`src/hw/sgss_pkg.sv`:
```
package sgss_pkg;

   // ****************************************************
   // Widths
   // ****************************************************
   localparam int DW = 16;                 // Register and gain width
   localparam int AW = 6;                  // Register address width
   localparam int COND_W = 4;              // Switch condition width
   localparam int DELAY_W = 14;            // Delay field width, 0.1 ms units
   localparam int NLOOP = 3;               // Position, velocity, thrust
   localparam int NPARAM = 5;              // Gains held per set
   localparam int NGAIN = 2 * NPARAM;      // Gains of both sets

   // ****************************************************
   // Timing
   // ****************************************************
   localparam int CLK_PERIOD_NS = 10;      // 100 MHz system clock
   localparam int TICK_TIME_NS = 100000;   // Delay and ramp unit, 0.1 ms
   localparam int TICK_CYCLES_DFLT = TICK_TIME_NS / CLK_PERIOD_NS;

   // ****************************************************
   // Register offsets (word addresses)
   // ****************************************************
   localparam logic [AW-1:0] REG_CTRL = 6'h00;       // Enable bit
   localparam logic [AW-1:0] REG_COND_BASE = 6'h01;  // Conditions, one per loop
   localparam logic [AW-1:0] REG_DELAY_BASE = 6'h04; // Delays, one per loop
   localparam logic [AW-1:0] REG_LEVEL_BASE = 6'h07; // Levels, one per loop
   localparam logic [AW-1:0] REG_HYST_BASE = 6'h0a;  // Hysteresis, one per loop
   localparam logic [AW-1:0] REG_RAMP = 6'h0d;       // Position gain ramp time
   localparam logic [AW-1:0] REG_GAIN_BASE = 6'h10;  // Gain pairs, param*2+set
   localparam logic [AW-1:0] REG_STATUS = 6'h20;     // Active set and mode
   localparam logic [AW-1:0] REG_POS_NOW = 6'h21;    // Ramping position gain

   // ****************************************************
   // Field positions and reset values
   // ****************************************************
   localparam int CTRL_EN_BIT = 0;         // second_gain_enable
   localparam int ST_SET2_BIT = 0;         // Second set active
   localparam int ST_MODE_LSB = 1;         // Control mode, two bits
   localparam int ST_PEND_BIT = 3;         // Return condition holding
   localparam logic EN_RST = 1'b0;
   localparam logic [COND_W-1:0] COND_RST = 4'h0;
   localparam logic [DELAY_W-1:0] DELAY_RST = 14'h0000;
   localparam logic [DW-1:0] LEVEL_RST = 16'h0000;
   localparam logic [DW-1:0] HYST_RST = 16'h0000;
   localparam logic [DW-1:0] RAMP_RST = 16'h0000;
   localparam logic [DW-1:0] GAIN_RST = 16'h0000;

   // ****************************************************
   // Control modes and switch conditions
   // ****************************************************
   localparam logic [1:0] MODE_POS = 2'h0;
   localparam logic [1:0] MODE_VEL = 2'h1;
   localparam logic [1:0] MODE_THR = 2'h2;
   localparam logic [COND_W-1:0] COND_FIX1 = 4'h0;
   localparam logic [COND_W-1:0] COND_FIX2 = 4'h1;
   localparam logic [COND_W-1:0] COND_NET = 4'h2;
   localparam logic [COND_W-1:0] COND_THR = 4'h3;
   localparam logic [COND_W-1:0] COND_VVAR = 4'h4;
   localparam logic [COND_W-1:0] COND_VCMD = 4'h5;
   localparam logic [COND_W-1:0] COND_PDEV = 4'h6;
   localparam logic [COND_W-1:0] COND_CMD = 4'h7;
   localparam logic [COND_W-1:0] COND_INPOS = 4'h8;
   localparam logic [COND_W-1:0] COND_SPD = 4'h9;
   localparam logic [COND_W-1:0] COND_CMD_SPD = 4'ha;

endpackage : sgss_pkg

```
`src/hw/sgss_ramp.sv`:
```
module sgss_ramp (
   input wire logic sys_clk,
   input wire logic rstn,
   input wire logic ce,
   input wire logic tick,
   input wire logic [sgss_pkg::DW-1:0] target,
   input wire logic [sgss_pkg::DW-1:0] step_ticks,
   output logic [sgss_pkg::DW-1:0] gain_out
);
   import sgss_pkg::*;

   // ****************************************************
   // State
   // ****************************************************
   logic [DW-1:0] gain_ff;   // Gain now applied
   logic [DW-1:0] cnt_ff;    // Ticks since last step

   // ****************************************************
   // Ramp: one unit per step_ticks ticks
   // ****************************************************
   // Walk toward the target slowly to avoid a sudden high gain
   always_ff @(posedge sys_clk) begin
      if (!rstn) begin
         gain_ff <= GAIN_RST;
         cnt_ff <= '0;
      end else if (ce) begin
         if (step_ticks == '0) begin
            // No ramp time: jump at once
            gain_ff <= target;
            cnt_ff <= '0;
         end else if (gain_ff == target) begin
            // Settled
            cnt_ff <= '0;
         end else if (tick) begin
            if (cnt_ff + 16'h0001 >= step_ticks) begin
               // Step one unit toward the target
               gain_ff <= (gain_ff < target) ? gain_ff + 16'h0001
                                             : gain_ff - 16'h0001;
               cnt_ff <= '0;
            end else begin
               cnt_ff <= cnt_ff + 16'h0001;
            end
         end
      end
   end

   assign gain_out = gain_ff;

endmodule : sgss_ramp

```
`src/hw/sgss_switcher.sv`:
```
module sgss_switcher #(
   parameter int TICK_CYCLES = sgss_pkg::TICK_CYCLES_DFLT
) (
   input wire logic sys_clk,
   input wire logic rstn,
   input wire logic ce,
   input wire logic [sgss_pkg::AW-1:0] reg_addr,
   input wire logic [sgss_pkg::DW-1:0] reg_wdata,
   input wire logic reg_wr,
   input wire logic reg_rd,
   output logic [sgss_pkg::DW-1:0] reg_rdata,
   input wire logic [1:0] ctrl_mode,
   input wire logic [sgss_pkg::DW-1:0] pos_cmd,
   input wire logic in_position,
   input wire logic [sgss_pkg::DW-1:0] actual_speed,
   input wire logic [sgss_pkg::DW-1:0] velocity_cmd,
   input wire logic [sgss_pkg::DW-1:0] thrust_cmd,
   input wire logic [sgss_pkg::DW-1:0] pos_deviation,
   input wire logic network_gain_select_bit,
   output logic [sgss_pkg::DW-1:0] pos_gain_out,
   output logic [sgss_pkg::DW-1:0] vel_gain_out,
   output logic [sgss_pkg::DW-1:0] vel_integ_out,
   output logic [sgss_pkg::DW-1:0] vel_filt_out,
   output logic [sgss_pkg::DW-1:0] thr_filt_out,
   output logic gain_set2_out
);
   import sgss_pkg::*;

   // ****************************************************
   // Types and functions
   // ****************************************************
   typedef enum logic {SET_FIRST, SET_SECOND} sgss_set_t;
   // Address match for element idx of a register group
   function automatic logic is_reg(input logic [AW-1:0] addr,
                                   input logic [AW-1:0] base,
                                   input int idx);
      return addr == AW'(int'(base) + idx);
   endfunction : is_reg

   // Magnitude of a sign-extended value
   function automatic logic [DW:0] mag(input logic [DW:0] v);
      return v[DW] ? (~v + 17'h00001) : v;
   endfunction : mag

   // Sign extension to one extra bit
   function automatic logic [DW:0] sext(input logic [DW-1:0] v);
      return {v[DW-1], v};
   endfunction : sext

   // ****************************************************
   // Registers written by software
   // ****************************************************
   logic enable_ff;                       // second_gain_enable
   logic [COND_W-1:0] cond_ff [NLOOP];    // Condition per loop
   logic [DELAY_W-1:0] delay_ff [NLOOP];  // Return delay per loop
   logic [DW-1:0] level_ff [NLOOP];       // Level per loop
   logic [DW-1:0] hyst_ff [NLOOP];        // Hysteresis per loop
   logic [DW-1:0] ramp_ff;                // position_gain_ramp_time
   logic [DW-1:0] gain_ff [NGAIN];        // Both gain sets

   // ****************************************************
   // Block state
   // ****************************************************
   sgss_set_t set_ff;                     // Active gain set
   sgss_set_t nxt_set;                    // Its next value
   logic [DELAY_W-1:0] dly_cnt_ff;        // Ticks return held
   logic [31:0] tick_cnt_ff;              // Prescaler to 0.1 ms
   logic tick_ff;                         // One-cycle tick
   logic [DW-1:0] vel_prev_ff;            // Last velocity command
   logic set2_ff;                         // Registered set flag
   logic [DW-1:0] imm_ff [1:NPARAM-1];    // Immediate gains
   logic [DW-1:0] rdata_ff;               // Read data
   logic [DW-1:0] nxt_rdata;              // Its next value
   logic [DW-1:0] pos_now;                // Ramp output
   logic [1:0] li;                        // Active loop index
   logic mode_ok;                         // Mode has a loop
   logic [COND_W-1:0] cond;               // Active condition
   logic [DW-1:0] eff_hyst;               // Clipped hysteresis
   logic [DW:0] up_thr;                   // Level plus hysteresis
   logic [DW:0] dn_thr;                   // Level minus hysteresis
   logic [DW:0] cmd_mag;                  // Position command size
   logic [DW:0] spd_mag;                  // Actual speed size
   logic [DW:0] vcmd_mag;                 // Velocity command size
   logic [DW:0] vvar_mag;                 // Velocity command change
   logic [DW:0] thr_mag;                  // Thrust command size
   logic [DW:0] pdev_mag;                 // Position deviation size
   logic force_first;                     // Set one demanded now
   logic force_second;                    // Set two demanded now
   logic enter;                           // Shift-up condition
   logic leave;                           // Return condition
   logic delay_done;                      // Return held long enough
   logic is_pos;
   logic is_vel;

   // ****************************************************
   // Register writes
   // ****************************************************
   // Software writes land in one cycle; unmapped writes are dropped
   always_ff @(posedge sys_clk) begin
      if (!rstn) begin
         enable_ff <= EN_RST;
         ramp_ff <= RAMP_RST;
         for (int i = 0; i < NLOOP; i++) begin
            cond_ff[i] <= COND_RST;
            delay_ff[i] <= DELAY_RST;
            level_ff[i] <= LEVEL_RST;
            hyst_ff[i] <= HYST_RST;
         end
         for (int g = 0; g < NGAIN; g++) gain_ff[g] <= GAIN_RST;
      end else if (ce && reg_wr) begin
         if (reg_addr == REG_CTRL) enable_ff <= reg_wdata[CTRL_EN_BIT];
         if (reg_addr == REG_RAMP) ramp_ff <= reg_wdata;
         // Per-loop settings, each loop its own copy
         for (int i = 0; i < NLOOP; i++) begin
            if (is_reg(reg_addr, REG_COND_BASE, i)) cond_ff[i] <= reg_wdata[COND_W-1:0];
            if (is_reg(reg_addr, REG_DELAY_BASE, i)) delay_ff[i] <= reg_wdata[DELAY_W-1:0];
            if (is_reg(reg_addr, REG_LEVEL_BASE, i)) level_ff[i] <= reg_wdata;
            if (is_reg(reg_addr, REG_HYST_BASE, i)) hyst_ff[i] <= reg_wdata;
         end
         // Gain table
         for (int g = 0; g < NGAIN; g++) begin
            if (is_reg(reg_addr, REG_GAIN_BASE, g)) gain_ff[g] <= reg_wdata;
         end
      end
   end

   // ****************************************************
   // Register reads
   // ****************************************************
   // Read data decode; unmapped addresses read zero
   always_comb begin
      nxt_rdata = '0;
      if (reg_addr == REG_CTRL) nxt_rdata[CTRL_EN_BIT] = enable_ff;
      if (reg_addr == REG_RAMP) nxt_rdata = ramp_ff;
      if (reg_addr == REG_STATUS) begin
         // Live state of the switcher
         nxt_rdata[ST_SET2_BIT] = set2_ff;
         nxt_rdata[ST_MODE_LSB +: 2] = ctrl_mode;
         nxt_rdata[ST_PEND_BIT] = leave;
      end
      if (reg_addr == REG_POS_NOW) nxt_rdata = pos_now;
      for (int i = 0; i < NLOOP; i++) begin
         if (is_reg(reg_addr, REG_COND_BASE, i)) nxt_rdata[COND_W-1:0] = cond_ff[i];
         if (is_reg(reg_addr, REG_DELAY_BASE, i)) nxt_rdata[DELAY_W-1:0] = delay_ff[i];
         if (is_reg(reg_addr, REG_LEVEL_BASE, i)) nxt_rdata = level_ff[i];
         if (is_reg(reg_addr, REG_HYST_BASE, i)) nxt_rdata = hyst_ff[i];
      end
      for (int g = 0; g < NGAIN; g++) begin
         if (is_reg(reg_addr, REG_GAIN_BASE, g)) nxt_rdata = gain_ff[g];
      end
   end

   // Read data stand in the cycle after the strobe only
   always_ff @(posedge sys_clk) begin
      if (!rstn) begin
         rdata_ff <= '0;
      end else if (ce) begin
         rdata_ff <= reg_rd ? nxt_rdata : '0;
      end
   end

   // ****************************************************
   // Time base
   // ****************************************************
   // Prescaler giving one tick per 0.1 ms
   always_ff @(posedge sys_clk) begin
      if (!rstn) begin
         tick_cnt_ff <= '0;
         tick_ff <= 1'b0;
      end else if (ce) begin
         if (tick_cnt_ff >= 32'(TICK_CYCLES - 1)) begin
            tick_cnt_ff <= '0;
            tick_ff <= 1'b1;
         end else begin
            tick_cnt_ff <= tick_cnt_ff + 32'h00000001;
            tick_ff <= 1'b0;
         end
      end
   end

   // Last velocity command for the change measure
   always_ff @(posedge sys_clk) begin
      if (!rstn) begin
         vel_prev_ff <= '0;
      end else if (ce) begin
         vel_prev_ff <= velocity_cmd;
      end
   end

   // ****************************************************
   // Measures and thresholds
   // ****************************************************
   // Loop chosen by the active control mode
   always_comb begin
      li = 2'h0;
      mode_ok = 1'b1;
      unique case (ctrl_mode)
         MODE_POS: li = 2'h0;
         MODE_VEL: li = 2'h1;
         MODE_THR: li = 2'h2;
         default: mode_ok = 1'b0;  // Unused mode keeps set one
      endcase
   end

   assign cond = cond_ff[li];
   assign is_pos = (ctrl_mode == MODE_POS);
   assign is_vel = (ctrl_mode == MODE_VEL);
   // Hysteresis may not exceed the level
   assign eff_hyst = (hyst_ff[li] > level_ff[li]) ? level_ff[li] : hyst_ff[li];
   assign up_thr = {1'b0, level_ff[li]} + {1'b0, eff_hyst};
   assign dn_thr = {1'b0, level_ff[li] - eff_hyst};
   assign cmd_mag = mag(sext(pos_cmd));
   assign spd_mag = mag(sext(actual_speed));
   assign vcmd_mag = mag(sext(velocity_cmd));
   assign vvar_mag = mag(sext(velocity_cmd) - sext(vel_prev_ff));
   assign thr_mag = mag(sext(thrust_cmd));
   assign pdev_mag = mag(sext(pos_deviation));

   // ****************************************************
   // Switch conditions
   // ****************************************************
   // Decide what the active condition asks for
   always_comb begin
      force_first = 1'b0;
      force_second = 1'b0;
      enter = 1'b0;
      leave = 1'b0;
      if (!enable_ff || !mode_ok) begin
         // Switching off: set one stays
         force_first = 1'b1;
      end else begin
         case (cond)
            COND_FIX1: force_first = 1'b1;
            COND_FIX2: force_second = 1'b1;
            COND_NET: begin
               // Network bit picks the set directly
               force_second = network_gain_select_bit;
               force_first = !network_gain_select_bit;
            end
            COND_THR: begin
               enter = thr_mag > up_thr;
               leave = thr_mag < dn_thr;
            end
            COND_VVAR: begin
               // Velocity control only
               force_first = !is_vel;
               enter = vvar_mag > up_thr;
               leave = vvar_mag < dn_thr;
            end
            COND_VCMD: begin
               force_first = !(is_pos || is_vel);
               enter = vcmd_mag > up_thr;
               leave = vcmd_mag < dn_thr;
            end
            COND_PDEV: begin
               force_first = !is_pos;
               enter = pdev_mag > up_thr;
               leave = pdev_mag < dn_thr;
            end
            COND_CMD: begin
               force_first = !is_pos;
               enter = cmd_mag != '0;
               leave = cmd_mag == '0;
            end
            COND_INPOS: begin
               force_first = !is_pos;
               enter = !in_position;
               leave = in_position;
            end
            COND_SPD: begin
               force_first = !is_pos;
               enter = spd_mag > up_thr;
               leave = spd_mag < dn_thr;
            end
            COND_CMD_SPD: begin
               force_first = !is_pos;
               enter = cmd_mag != '0;
               leave = (cmd_mag == '0) && (spd_mag < dn_thr);
            end
            default: force_first = 1'b1;  // Undefined codes
         endcase
      end
   end

   // ****************************************************
   // Return delay
   // ****************************************************
   // Count ticks while the return condition holds unbroken
   always_ff @(posedge sys_clk) begin
      if (!rstn) begin
         dly_cnt_ff <= '0;
      end else if (ce) begin
         if (set_ff != SET_SECOND || !leave || force_first || force_second) begin
            dly_cnt_ff <= '0;
         end else if (tick_ff && dly_cnt_ff != '1) begin
            dly_cnt_ff <= dly_cnt_ff + 14'h0001;
         end
      end
   end

   assign delay_done = dly_cnt_ff >= delay_ff[li];

   // ****************************************************
   // Gain set selection
   // ****************************************************
   // Shift up at once; shift down after the delay, or at once when set one is forced
   always_comb begin
      nxt_set = set_ff;
      unique case (set_ff)
         SET_FIRST: begin
            if (force_second || (!force_first && enter)) nxt_set = SET_SECOND;
         end
         SET_SECOND: begin
            if (force_first || (!force_second && leave && delay_done)) begin
               nxt_set = SET_FIRST;
            end
         end
      endcase
   end

   // Active set register
   always_ff @(posedge sys_clk) begin
      if (!rstn) begin
         set_ff <= SET_FIRST;
         set2_ff <= 1'b0;
      end else if (ce) begin
         set_ff <= nxt_set;
         set2_ff <= (nxt_set == SET_SECOND);
      end
   end

   // ****************************************************
   // Gain outputs
   // ****************************************************
   // Non-position gains follow the set without a ramp
   generate
      for (genvar gp = 1; gp < NPARAM; gp++) begin : g_imm
         always_ff @(posedge sys_clk) begin
            if (!rstn) begin
               imm_ff[gp] <= GAIN_RST;
            end else if (ce) begin
               imm_ff[gp] <= gain_ff[2 * gp + int'(nxt_set == SET_SECOND)];
            end
         end
      end
   endgenerate

   // Position gain ramps toward the selected set
   sgss_ramp u_ramp (
      .sys_clk(sys_clk),
      .rstn(rstn),
      .ce(ce),
      .tick(tick_ff),
      .target(gain_ff[int'(set_ff == SET_SECOND)]),
      .step_ticks(ramp_ff),
      .gain_out(pos_now)
   );

   assign pos_gain_out = pos_now;
   assign vel_gain_out = imm_ff[1];
   assign vel_integ_out = imm_ff[2];
   assign vel_filt_out = imm_ff[3];
   assign thr_filt_out = imm_ff[4];
   assign gain_set2_out = set2_ff;
   assign reg_rdata = rdata_ff;

endmodule : sgss_switcher

```
`config.mk`:
```
export PLATFORM = sky130hd
export DESIGN_NAME = sgss_switcher
export DESIGN_NICKNAME = d
export VERILOG_FILES = /design/src/hw/sgss_pkg.sv /design/src/hw/sgss_ramp.sv /design/src/hw/sgss_switcher.sv
export SDC_FILE = /design/constraint.sdc
export NUM_CORES = 1
export LEC_CHECK = 0
export BUFFER_PORTS_ARGS = -buffer_cell sky130_fd_sc_hd__buf_4
export CORE_UTILIZATION = 40
export CTS_BUF_LIST = sky130_fd_sc_hd__clkbuf_16
export CTS_CLUSTER_SIZE = 24
export DETAILED_ROUTE_END_ITERATION = 10
export PLACE_DENSITY = 0.67
export SYNTH_ARGS = -nofsm -noshare
export SYNTH_HDL_FRONTEND = slang
export SYNTH_HIERARCHICAL = 1
export SYNTH_SLANG_ARGS = --single-unit
export TNS_END_PERCENT = 100
```
`constraint.sdc`:
```
create_clock -name sys_clk -period 12.9 [get_ports sys_clk]
set_input_delay 1.935 -clock sys_clk [delete_from_list [all_inputs] [get_ports sys_clk]]
set_output_delay 1.935 -clock sys_clk [all_outputs]
set_load 0.02 [all_outputs]
```
==> results.tsv <==
stage	metric	value	unit
setup_path	path_max_fanout	76	
cells_and_area	n_fill_cell	7939	
clocking	htreeDepth	2	
placement	post-place-cells	4804	
flow_run	cap_violations	0	
timing	whs	0.4615	ns
timing	finalSetupViolCount	0	
yosys	synth_edf_count	374	
worst_hold_path	min_to	reg_rdata[6]	
drt	first_pass_iters	6	
yosys	synth_area	34220	um2
yosys	ys_warn_count	6	
timing	min_period_over_period	91.19	%
timing	rsz0062_at_grt	false	
cells_and_area	regArea	13830	um2
setup_path	cp-end-kind	flip-flop	
die	io_pins	208	
global_route	overflow	0	
worst_hold_path	hold_path.startpoint	reg_rdata[6]	
global_route	grt_pass1_wl	173800	um
cells_and_area	drive_gt1_share	12.35	%
yosys	yosysTopAreaCellShare	32.82	%
clocking	path_clk_slew	0.06	ns
timing	maxSlewViolCount	0	
timing	setup_tns	0	ns
drt	vias_per_cell	6.065	
clocking	clock_latency	0.67	ns
setup_path	critPathArrivalTime	12.13	ns
clocking	root_buffer	clkbuf_16	
yosys	synthArstFlopShare	0	%
run_status	status	completed	
cells_and_area	fin_cells	4909	
clocking	hold_buffers	0	
yosys	synth_compound_area_share	18.92	%
pwr	ir_worst_vdd	129.5	uV
setup_path	critPathLaunch	ctrl_mode[1]	
yosys	synth_cell_types	100	
clocking	cts_buffers	54	
timing	finalWorstSetupSlack	1.137	ns
placement	dpl_worst_slack	0.6531	ns
clocking	clock_sinks	504	
pwr	cellLeakagePower	15.20	nW
yosys	synth_ff_type	edfxtp_1	
pwr	p_per_area	141.1	nW/um2
yosys	synthXorXnorAreaFrac	3.429	%
yosys	syn_inst	3589	
setup_path	crit_path_top_delay_cell	buf_4	
die	die_area	86730	um2
drt	vias	29770	
timing	fmax	85.01	MHz
pwr	power	0.005495	W
yosys	synthTopCellsByArea	edfxtp_1 33%, ha_1 10%, dfxtp_1 7.6%	
clocking	clock_path_buffers	3	
timing	slew_headroom	18.17	%
setup_path	r2r-end	imm_ff[0][19]	
global_route	grt_max_degree	77	
setup_path	r2r-start	level_ff[0][1]	
setup_path	ff2ff_setup_slack	2.74	ns
yosys	synth.area.mux_share	4.413	%
placement	port_buffers	207	
drt	wl_per_cell	23.86	um
die	core_area	84220	um2
cells_and_area	final_nets	4123	
drt	wl	117100	um
yosys	synth_top_family_by_area	compound AO/OA/AOI/OAI gates	
global_route	first_global_vias	28320	
yosys	yosysMostFrequentCell	edfxtp_1	
die	die_w	294.5	um
setup_path	required	13.27	ns
setup_path	cpMostUsedCell	a21o_1	
placement	gp_congestion	0.9490	
placement	dpl.hpwl	84690	um
yosys	ys_seq_area_share	40.42	%
cells_and_area	multi_input_area	19130	um2
global_route	grt_antenna_before_repair	3	
drt	drt_iter0_drc	3493	
setup_path	r2r_cells	34	
clocking	cts_resized	0	
die	num_rows	106	
yosys	yosysTopAreaCell	edfxtp_1	
die	die_y	294.5	um
worst_hold_path	whs_path_depth	2	
setup_path	cpPeakStageDelay	0.66	ns
timing	hold_viol	0	
timing	worst_pin_slew	1.223	ns
die	initial_utilization	40.63	%
global_route	grt_use_total	26.34	%
cells_and_area	syn_to_final_growth	13.80	%
yosys	yosys.area_share.simple	18.29	%
clocking	tritoncts	yes	
setup_path	critPathLaunchType	input port	
timing	finalCriticalPeriod	11.76	ns
yosys	synth_fa_ha_area_share	10.67	%
timing	fin_worst_skew	0.07874	ns
yosys	ys_top_cells_by_count	374 x edfxtp_1, 282 x ha_1, 252 x nand2_1	
setup_path	crit_type	input port to flip-flop	
clocking	cts_setup_buffers	0	
yosys	syn_avg_cell_area	9.535	um2
drt	drc	0	
worst_hold_path	min_path_type	flip-flop to flip-flop	
yosys	ys_ff_latch	504	
drt	postRouteAntennaNets	0	
## logic make-up (layout without fill, tap and decap cells)
family	count (synthesis)	in the layout
buffers and inverters	329	509
adders and majority gates	290	290
DFF	504	504
and+or+nand+nor	1196	1196
AOI/OAI and AO/OA	993	993
xor gates and xnor gates	134	134
other	1	7
muxes	142	142
## power breakdown
part,internal (W),total [W],switching (W)
combinational,0.000729,0.00187,0.00115
sequential,0.00182,0.00189,0.0000686
clock,0.00103,0.00173,0.000703
total,0.00358,0.00549,0.00192
## stage by stage
step | util, % | area (um2)
floorplan | - | 34230
global placement | 43.87 | 36950
detailed placement | 43.87 | 36950
CTS | 46.23 | 38940
global route | 46.23 | 38940
finish | 46.24 | 38940
## worst max-delay path by stage
stage               cells after the start             to  slack, ns
floorplan                              47  imm_ff[0][22]       1.57
global placement                       34  imm_ff[0][25]       1.02
detailed placement                     34  imm_ff[0][19]       0.65
CTS                                    34  imm_ff[0][19]       1.28
global route                           34  imm_ff[0][19]       0.60
finish                                 34  imm_ff[0][19]       1.14
## critical path: cells and delay by family
kind / cells / cell delay (ns)
mux: 1 / 0.17
xor+xnor: 1 / 0.59
fa+ha+maj: 4 / 1.50
compound gates: 19 / 4.73
simple gates: 6 / 1.90
buf+inv: 3 / 1.18
## per-layer routing
layer / vias up / global-route usage (%) / part of all wire [%] / wire (um)
li1: 13690 / - / - / -
met1: 14100 / 33.43 / 39 / 45680
met2: 1651 / 42.42 / 45 / 52580
met3: 320 / 5.769 / 11 / 12550
met4: 4 / 12.55 / 5.4 / 6283
met5: - / 0 / 0.015 / 18
## flip-flops by register name, indices dropped and copies added, names as in the netlist, named ones only
name	flops
tick_cnt_ff	32
u_ramp/gain_out	16
gain_ff	160
u_ramp/cnt_ff	16
hyst_ff	48
imm_ff	64
delay_ff	42
reg_rdata	16
tick_ff	1
vel_prev_ff	16
cond_ff	12
enable_ff	1
gain_set2_out	1
dly_cnt_ff	14
level_ff	48
ramp_ff	16
## final cells by class
type                            count  share of cell area, %
Clock inverter                     48                  1.642
Clock buffer                       54                  3.470
Sequential cell                   504                  35.52
Antenna cell                        3                0.01928
Multi-Input combinational cell   2759                  49.13
Inverter                          138                  1.330
Timing Repair Buffer              269                  5.250
Tap cell                         1134                  3.643
## placed cells by master, fill, tap and decap left out, drive strengths merged, types with 38 or more instances in the layout
| cell | instances |
|---|---|
| o21ai | 255 |
| ha | 282 |
| inv | 144 |
| a211oi | 55 |
| nand2 | 252 |
| nor2 | 227 |
| edfxtp | 374 |
| nor2b | 80 |
| xnor2 | 103 |
| buf | 269 |
| nand3 | 135 |
| mux2i | 89 |
| a21oi | 240 |
| a31oi | 50 |
| dfxtp | 130 |
| a21o | 64 |
| nand4 | 46 |
| mux2 | 51 |
| and2 | 224 |
| nor3 | 38 |
| a22oi | 66 |
| clkbuf | 54 |
Power figures use the tool's default switching activity.
